<file path="config.mk">
export PLATFORM = sky130hd
export DESIGN_NAME = pin_function_select_and_drive
export DESIGN_NICKNAME = d
export VERILOG_FILES = /design/src/pinsel_pkg.sv /design/src/pin_function_select_and_drive.sv
export VERILOG_INCLUDE_DIRS = /design/src
export SDC_FILE = /design/constraint.sdc
export NUM_CORES = 1
export LEC_CHECK = 0
export BUFFER_PORTS_ARGS = -buffer_cell sky130_fd_sc_hd__buf_2
export CAP_MARGIN = 25
export CORE_MARGIN = 4
export CORE_UTILIZATION = 23
export CTS_CLUSTER_SIZE = 24
export DETAILED_ROUTE_END_ITERATION = 6
export SLEW_MARGIN = 0
export SYNTH_ARGS = -nofsm -noshare
export SYNTH_HDL_FRONTEND = slang
export SYNTH_SLANG_ARGS = --single-unit
</file>
<file path="constraint.sdc">
create_clock -name pclk -period 1.4 [get_ports pclk]
set_input_delay 0.21 -clock pclk [delete_from_list [all_inputs] [get_ports pclk]]
set_output_delay 0.21 -clock pclk [all_outputs]
set_load 0.02 [all_outputs]
</file>
<file path="src/pinsel_cfg.svh">
// constants for the pin function select and drive block
// Notes on behaviour
// - low two bits of first drive register set port C pins 3-0 current
// - drive field is binary: 00 level 0 minimum up to 11 level 3 maximum
// - per-port output select and input source select registers exist
// - port A pin 3: codes 00-10 general I/O with irq one, 11 serial data out
// - port A pin 1: codes 00-10 general I/O with irq zero, 11 serial chip select
// - first port A select bits 5-4 unimplemented, read zero
// - first port A select bits 1-0 unimplemented, read zero
// - port A pin 7: codes 00-10 general I/O with irq one, 11 uart zero transmit
`ifndef PINSEL_CFG_SVH
`define PINSEL_CFG_SVH
`define OFS_DRV_CD 12'h000
`define OFS_DRV_EF 12'h004
`define OFS_PAS_LO 12'h008
`define OFS_PAS_HI 12'h00C
`define OFS_PBS_LO 12'h010
`define OFS_PBS_HI 12'h014
`define OFS_PCS_LO 12'h018
`define OFS_PCS_HI 12'h01C
`define OFS_PDS_LO 12'h020
`define OFS_PDS_HI 12'h024
`define OFS_PES_LO 12'h028
`define OFS_PES_HI 12'h02C
`define OFS_PFS_LO 12'h030
`define OFS_PFS_HI 12'h034
`define OFS_IFS_TMR 12'h038
`define OFS_IFS_SER 12'h03C
`define OFS_IFS_UART 12'h040
`define NUM_REGS 17
`define RST_VAL 8'h00
`define PAS_LO_MASK 8'hCC
`define PBS_HI_MASK 8'hF3
`define PDS_HI_MASK 8'h3F
`define PES_HI_MASK 8'h03
`define IFS_TMR_MASK 8'h7F
`define IFS_SER_MASK 8'h7F
`define IFS_UART_MASK 8'h07
`define FIELD_PC30 1:0
`define FIELD_PF74 7:6
`define FIELD_PF30 5:4
`define FIELD_PE4 3:2
`define FIELD_PE30 1:0
`define FIELD_PA3 7:6
`define FIELD_PA1 3:2
`define FIELD_PA7 7:6
`define CODE_ALT 2'h3
`endif

</file>
<file path="src/pinsel_pkg.sv">
// types for the pin function select and drive block
package pinsel_pkg;
	typedef enum logic [1:0] {
		DRV_LEVEL0,
		DRV_LEVEL1,
		DRV_LEVEL2,
		DRV_LEVEL3
	} drive_level_t;
	typedef struct packed {
		drive_level_t pc30;
		drive_level_t pf74;
		drive_level_t pf30;
		drive_level_t pe4;
		drive_level_t pe30;
	} drive_out_t;
	typedef struct packed {
		logic pa3_spi_sdo;
		logic pa3_irq_one;
		logic pa1_spi_cs;
		logic pa1_irq_zero;
		logic pa7_uart_zero_tx;
		logic pa7_irq_one;
	} porta_route_t;
	typedef enum logic [1:0] {
		APB_IDLE,
		APB_SETUP,
		APB_ACCESS
	} apb_phase_t;
endpackage : pinsel_pkg

</file>
<file path="src/pin_function_select_and_drive.sv">
// register block that picks pin functions and source drive levels
//
// Added by the designer: register access over APB and the placing of the registers.
`timescale 1ns/1ps
`include "pinsel_cfg.svh"
module pin_function_select_and_drive (
	input wire logic pclk,
	input wire logic presetn,
	input wire logic psel,
	input wire logic penable,
	input wire logic pwrite,
	input wire logic [11:0] paddr,
	input wire logic [31:0] pwdata,
	input wire logic [3:0] pstrb,
	output logic [31:0] prdata,
	output logic pready,
	output logic pslverr,
	output pinsel_pkg::drive_out_t drive_levels,
	output pinsel_pkg::porta_route_t porta_route,
	output logic [7:0] output_function_select_regs [0:11],
	output logic [7:0] input_source_select_regs [0:2]
);
	logic [7:0] regs_q [0:`NUM_REGS-1];
	logic [31:0] prdata_q;
	logic pslverr_q;
	pinsel_pkg::apb_phase_t phase;

	function automatic logic [7:0] impl_mask(input logic [4:0] idx);
		case (idx)
			5'h03: impl_mask = `PAS_LO_MASK;
			5'h06: impl_mask = `PBS_HI_MASK;
			5'h0A: impl_mask = `PDS_HI_MASK;
			5'h0C: impl_mask = `PES_HI_MASK;
			5'h0F: impl_mask = `IFS_TMR_MASK;
			5'h10: impl_mask = `IFS_SER_MASK;
			5'h11: impl_mask = `IFS_UART_MASK;
			default: impl_mask = 8'hFF;
		endcase
	endfunction : impl_mask

	function automatic logic is_alt(input logic [1:0] code);
		is_alt = (code == `CODE_ALT);
	endfunction : is_alt

	wire logic [4:0] idx = paddr[6:2] + 5'h01;
	wire logic hit = (paddr[1:0] == 2'h0) && (paddr[11:7] == 5'h00) && (idx >= 5'h01) && (idx <= 5'h11);
	wire logic [4:0] sel = hit ? idx - 5'h01 : 5'h00;
	wire logic acc = psel && penable;
	wire logic wr_en = acc && pwrite && hit && pstrb[0];
	wire logic [7:0] mask = impl_mask(idx);
	wire logic [7:0] rd_byte = regs_q[sel] & mask;

	assign pready = 1'b1;
	assign prdata = prdata_q;
	assign pslverr = pslverr_q;
	assign phase = !psel ? pinsel_pkg::APB_IDLE : (penable ? pinsel_pkg::APB_ACCESS : pinsel_pkg::APB_SETUP);

	// register array, unimplemented bits held at zero
	always_ff @(posedge pclk or negedge presetn) begin
		if (!presetn) begin
			for (int i = 0; i < `NUM_REGS; i++) begin
				regs_q[i] <= `RST_VAL;
			end
		end else if (wr_en) begin
			regs_q[sel] <= pwdata[7:0] & mask;
		end
	end

	// read data and error registered at the setup phase
	always_ff @(posedge pclk or negedge presetn) begin
		if (!presetn) begin
			prdata_q <= 32'h0000_0000;
			pslverr_q <= 1'b0;
		end else if (phase == pinsel_pkg::APB_SETUP) begin
			prdata_q <= (hit && !pwrite) ? {24'h00_0000, rd_byte} : 32'h0000_0000;
			pslverr_q <= !hit;
		end else begin
			prdata_q <= prdata_q;
			pslverr_q <= pslverr_q;
		end
	end

	// drive level fields
	assign drive_levels.pc30 = pinsel_pkg::drive_level_t'(regs_q[0][`FIELD_PC30]);
	assign drive_levels.pf74 = pinsel_pkg::drive_level_t'(regs_q[1][`FIELD_PF74]);
	assign drive_levels.pf30 = pinsel_pkg::drive_level_t'(regs_q[1][`FIELD_PF30]);
	assign drive_levels.pe4 = pinsel_pkg::drive_level_t'(regs_q[1][`FIELD_PE4]);
	assign drive_levels.pe30 = pinsel_pkg::drive_level_t'(regs_q[1][`FIELD_PE30]);

	// port A routing
	assign porta_route.pa3_spi_sdo = is_alt(regs_q[2][`FIELD_PA3]);
	assign porta_route.pa3_irq_one = !is_alt(regs_q[2][`FIELD_PA3]);
	assign porta_route.pa1_spi_cs = is_alt(regs_q[2][`FIELD_PA1]);
	assign porta_route.pa1_irq_zero = !is_alt(regs_q[2][`FIELD_PA1]);
	assign porta_route.pa7_uart_zero_tx = is_alt(regs_q[3][`FIELD_PA7]);
	assign porta_route.pa7_irq_one = !is_alt(regs_q[3][`FIELD_PA7]);

	// raw select registers to the pin and peripheral muxes
	always_comb begin
		for (int i = 0; i < 12; i++) begin
			output_function_select_regs[i] = regs_q[i+2];
		end
		for (int j = 0; j < 3; j++) begin
			input_source_select_regs[j] = regs_q[j+14];
		end
	end
endmodule : pin_function_select_and_drive

</file>
; ---- Word level (Yosys, flattened, before mapping)
; Index checks and enable logic that the tools add are counted.
[totals]
regBits = 169
output_inout_bits = 170
word_cells = 67
[classes]
add_sub_neg = 2
magnitude_cmp = 4
n_eq_ne = 11
muxes = 11
n_bitwise = 3
n_reduce_logical = 17
[ops]
columns = op, n
row1 = 136-bit bitwise mux, 1
row2 = 8-bit case mux with 6 select lines, 1
row3 = 8-bit binary-select mux with 5-bit select, 1
row4 = 8-bit demux with 5-bit select, 1
row5 = 8-bit two-way mux, 4
row6 = 8-bit bitwise AND, 2
row7 = "5-bit by 4-bit == test with 1-bit output, second input constant", 3
row8 = "5-bit == test, second input constant", 2
row9 = 1-bit logical AND, 9
row10 = "2-bit == test, second input constant", 3
row11 = "6-bit >= comparator, second input constant", 1
row12 = "6-bit by 1-bit less-than comparator with 1-bit output, second input constant", 1
row13 = 5-bit inverter with 6-bit output, 1
row14 = "5-bit by 1-bit adder with 5-bit output, second input constant", 1
row15 = "5-bit by 2-bit == test with 1-bit output, second input constant", 1
row16 = "5-bit by 3-bit == test with 1-bit output, second input constant", 1
row17 = "5-bit by 1-bit >= comparator with 1-bit output, second input constant", 1
row18 = "5-bit <= comparator, second input constant", 1
row19 = 1-bit logical NOT, 5
row20 = 5-bit logical NOT, 1
row21 = 5-bit two-way mux, 1
row22 = "5-bit by 1-bit subtractor with 5-bit output, second input constant", 1
row23 = 2-bit two-way mux, 2
row24 = "2-bit by 1-bit == test with 1-bit output, second input constant", 1
row25 = 2 further kinds, 2

; ---- Depth between registers and ports, before layout
[logic_depth]
depth_word = 11
mapped_depth = 15

; ---- Worst setup path before layout
; No wires, ideal clock.
[synth_timing]
path_kind = in2reg
from = input paddr[2]
to = register regs_q (netlist bit output_function_select_regs[48])
setup_ns = 0.125
arrival_ns = 3.193
required_ns = 1.275
path_slack_ns = -1.918
path_stages = 12
path_buffers = 3
path_cell_list = clkbuf_1 buf_2 inv_1 clkbuf_1 ha_1 nand2b_1 o22ai_4 xnor2_2 a211oi_4 nand3_4 nor2_4 mux2_2
[synth_between]
elab_chain_cells = 11
word_cells_on_any_way = 26
[synth_rtl]
columns = element, line_no
row1 = start: declaration, pin_function_select_and_drive.sv:12  ; input wire logic [11:0] paddr,
row2 = 5-bit by 1-bit adder with 5-bit output *, pin_function_select_and_drive.sv:45  ; wire logic [4:0] idx = paddr[6:2] + 5'h01;
row3 = 5-bit by 1-bit >= comparator with 1-bit output, pin_function_select_and_drive.sv:46  ; wire logic hit = (paddr[1:0] == 2'h0) && (paddr[11:7] == 5'h00) && (idx >= 5'h01) && (idx <= 5'h11);
row4 = 1-bit logical AND (2 in a row), pin_function_select_and_drive.sv:46
row5 = 5-bit two-way mux, pin_function_select_and_drive.sv:47  ; wire logic [4:0] sel = hit ? idx - 5'h01 : 5'h00;
row6 = 5-bit inverter with 6-bit output (implied by the code), pin_function_select_and_drive.sv:65  ; regs_q[sel] <= pwdata[7:0] & mask;
row7 = 6-bit >= comparator (implied by the code) or 6-bit by 1-bit less-than comparator with 1-bit output (tied branches), pin_function_select_and_drive.sv:65
row8 = 1-bit logical AND (implied by the code), pin_function_select_and_drive.sv:65
row9 = 8-bit two-way mux (implied by the code), pin_function_select_and_drive.sv:65
row10 = 8-bit demux with 5-bit select, pin_function_select_and_drive.sv:65
row11 = 136-bit bitwise mux, pin_function_select_and_drive.sv:65
row12 = end signal: indexed assignment, pin_function_select_and_drive.sv:62  ; regs_q[i] <= `RST_VAL;
row13 = end signal: indexed assignment, pin_function_select_and_drive.sv:65
row14 = end: declaration, pin_function_select_and_drive.sv:23  ; logic [7:0] regs_q [0:`NUM_REGS-1];
; Mark *: on every way between the ends. The rest lies on a longest branch, timed or not.
; A chain may end at the register's enable or synchronous reset.

; ---- Worst setup path in the final report
[layout_timing]
from = input paddr[2]
to = register regs_q[131] (netlist name)
; Same word-level chain as after synthesis.

==> summary.md <==
| Metric | Value |
|---|---|
| WP data required | `1.71 ns` |
| Place WS | `-1.51 ns` |
| Dpl cell area | `11300 um2` |
| Synth Register Bits | `145` |
| # setup viols final | `145` |
| PortBufs | `170` |
| Post-route clock period utilization | `161%` |
| Critical path startpoint category | `primary input` |
| Total GRT Usage | `16.0%` |
| Nets@finish | `1212` |
| Pin count of the biggest net entering global routing | `45` |
| Layout cells sized above 1 | `61.8%` |
| HPWL after detailed placement | `26200 um` |
| Crit path to | `regs_q[131]` |
| Total gr overflow | `0` |
| Initial antenna violation count | `0` |
| Status | `complete, but fails checks` |
| Warnings, synthesis | `0` |
| Initial Util | `23.3%` |
| Synth-to-Final Area Change | `51.5%` |
| Drt via density | `4.55` |
| Routability Congestion | `0.926` |
| Cell depth of the worst flop-to-flop path | `4` |
| Setup TNS | `-104.20 ns` |
| Die width | `203 um` |
| Max Cap Viol | `0` |
| Origin of the worst setup path | `paddr[2]` |
| Clk pin slew, worst setup/hold paths | `0.08 ns` |
| Worst slew margin | `64.5%` |
| R2R Setup Slk | `-0.24 ns` |
| Num ports | `223` |
| Worst hold margin | `0.157 ns` |
| RSZ-0062 raised after global routing | `yes` |
| R2r endpoint | `prdata[7]` |
| GRT busiest layer | `met2` |
| Pleak | `6.56 nW` |
| Slew Viols, Final | `0` |
| Htree depth | `4` |
| First-pass GRT wire length | `49900 um` |
| Final instance area | `13300 um2` |
| Grt met2 use | `25.3%` |
| Root Driver | `clkbuf_16` |
| Yosys cell types | `69` |
| GR Util met3 | `3.64%` |
| Core ar. | `37700 um2` |
| Die Y | `203 um` |
| Worst-Margin Slew | `0.528 ns` |
| Synthesized area | `8780 um2` |
| Routed Antenna Nets | `0` |
| Synthesized area per cell | `10.2 um2` |
| Clock Sink Count | `145` |
| Met1 usage | `22.3%` |
| Final hold viol count | `0` |
| Worst-path fanout max | `6` |
| Routed vias | `7647` |
| Ant diodes | `0` |
| Non-Filler Instances | `1679` |
| Final worst setup slack | `-0.857 ns` |
| First-pass DRT Iterations | `5` |
| Clock tree from TritonCTS | `yes` |
| Async set-reset flop share out of synthesis | `100%` |
| Post-Synthesis Cells | `857` |
| Cell row count | `71` |
| Overall power | `10.5 mW` |
| Failing checks | `negative setup slack` |
| Die ar. | `41300 um2` |
| R2r startpoint | `input_source_select_regs[23]` |
| Maximum buffer depth of the clock tree | `2` |
| Setup crit end kind | `register` |
| P per Cell Area | `787 nW/um2` |
| Drt first-iter violations | `607` |
| Sequential area share after synthesis | `41.3%` |
| WS Path Type | `in2reg` |
| Wire length per cell | `21.0 um` |
| Min Tclk post-route | `2.26 ns` |
| Cts bufs inserted | `17` |
| Max IR drop VDD | `835 uV` |
| Placed insts | `1601` |
| Clock skew | `0.0206 ns` |
| Routed WL | `35300 um` |
| EDFF count, synth | `0` |
| Main flop type after synthesis | `dfrtp_1` |
| Maximum clock frequency | `0.443 GHz` |
| Vias in the first global route | `7586` |
| Remaining DRCs | `0` |
| Clock Latency Late Sink | `0.44 ns` |
| Worst Hold Class | `in2reg` |
| Fin util | `35.3%` |
| Critical Path AT | `2.57 ns` |
## critical path: stages
cell,delay (ns)
buf_8,0.10
buf_6,0.11
inv_4,0.05
ha_4,0.19
nand4b_1,0.23
o22ai_4,0.24
xor2_2,0.15
buf_6,0.16
o211ai_1,0.24
buf_4,0.23
o211ai_1,0.16
buf_4,0.20
mux2_4,0.29
## worst min-delay path by stage
stage | from | endpoint | slack [ns] | depth (start not counted)
2_1_floorplan | presetn | drive_levels[0] | -0.09 | 0
3_3_place_gp | presetn | output_function_select_regs[31] | 0.16 | 1
3_5_place_dp | presetn | output_function_select_regs[24] | 0.17 | 1
4_1_cts | pwdata[4] | input_source_select_regs[20] | 0.15 | 4
5_1_grt | pwdata[5] | input_source_select_regs[13] | 0.16 | 3
6_report | pwdata[5] | input_source_select_regs[13] | 0.16 | 3
## cell families (layout without fill, tap and decap cells)
| group | after synthesis | count (layout) | share of synthesized area (%) |
|---|---|---|---|
| other cells | 2 | 25 | 0.0856 |
| compound gates | 163 | 163 | 12.9 |
| mux | 115 | 115 | 16.2 |
| flops | 145 | 145 | 41.3 |
| buf+inv | 214 | 502 | 16.0 |
| xor+xnor | 8 | 8 | 1.06 |
| simple gates | 206 | 206 | 11.8 |
| fa+ha+maj | 4 | 4 | 0.570 |
## final cells by class
| type | count | area (um2) |
|---|---|---|
| fill | 3779 | 24400 |
| multi-input combinational | 521 | 4700 |
| timing repair buffer | 456 | 3650 |
| sequential | 145 | 3630 |
| tap | 511 | 639 |
| clock buffer | 17 | 425 |
| clock inverter | 15 | 181 |
| inverter | 14 | 67.6 |
## state kept, by name (all words and copies together), names as in the netlist
signal,cells
pslverr,1
input_source_select_regs,24
regs_q,6
output_function_select_regs,96
drive_levels,10
prdata,8
## cell usage after synthesis, types with 3 or more instances
| master | count | area [um2] |
|---|---|---|
| a211o_1 | 3 | 26.3 |
| a211oi_1 | 6 | 45.0 |
| a21o_1 | 4 | 30.0 |
| a21oi_1 | 24 | 120 |
| a31o_2 | 3 | 26.3 |
| a31oi_1 | 11 | 68.8 |
| and2_0 | 4 | 25.0 |
| and2_1 | 9 | 56.3 |
| and3_1 | 5 | 31.3 |
| buf_1 | 5 | 18.8 |
| buf_2 | 16 | 80.1 |
| buf_4 | 155 | 1160 |
| clkbuf_1 | 24 | 90.1 |
| dfrtp_1 | 145 | 3630 |
| ha_1 | 4 | 50.1 |
| inv_1 | 13 | 48.8 |
| mux2_2 | 98 | 1100 |
| mux2i_1 | 5 | 50.1 |
| mux4_2 | 12 | 270 |
| nand2_1 | 105 | 394 |
| nand2b_1 | 6 | 37.5 |
| nand3_1 | 11 | 55.1 |
| nand4_1 | 6 | 37.5 |
| nor2_1 | 15 | 56.3 |
| nor2_4 | 6 | 67.6 |
| nor2b_1 | 9 | 56.3 |
| nor3_1 | 11 | 55.1 |
| nor3b_1 | 3 | 22.5 |
| nor4_1 | 3 | 18.8 |
| o2111ai_1 | 3 | 26.3 |
| o211ai_1 | 9 | 67.6 |
| o21a_1 | 3 | 22.5 |
| o21ai_0 | 52 | 260 |
| o21ai_1 | 3 | 15.0 |
| o22ai_1 | 7 | 43.8 |
| o2bb2ai_1 | 3 | 26.3 |
| o31ai_1 | 4 | 30.0 |
| or2_2 | 3 | 18.8 |
| or3_1 | 3 | 18.8 |
| xnor2_1 | 4 | 35.0 |
## timing repair
action                                 CTS  global route
buffers inserted                        14            31
setup endpoints to repair              151           153
pin swaps                               19            57
endpoints found under the hold margin   35             0
resized for setup                      116           153
cloned                                   2             4
hold buffers                             1             0
## metal layers
layer	vias to the layer above	part of all wire, %	routed length [um]
li1	3459	-	-
met1	3861	44	15700
met2	283	47	16600
met3	44	6.2	2200
met4	0	2.4	847
met5	-	0	0
## where the power goes
group	internal, mW	leakage, nW	switching, mW
Combinational	0.635	4.24	0.862
Clock	2.58	0.297	2.19
Sequential	4.19	2.02	0.00556
## placed cells by master (no fill, tap or decap), types with 21 or more instances in the layout
cell,netlist,routed
buf_2,16,160
nand2_1,105,79
buf_6,0,47
o21ai_1,3,29
buf_4,155,213
clkbuf_16,0,21
conb_1,2,25
dfrtp_1,145,145
mux2_4,0,71
buf_12,0,24
mux2_2,98,27
Note: power is estimated with default switching activity, not from simulation.
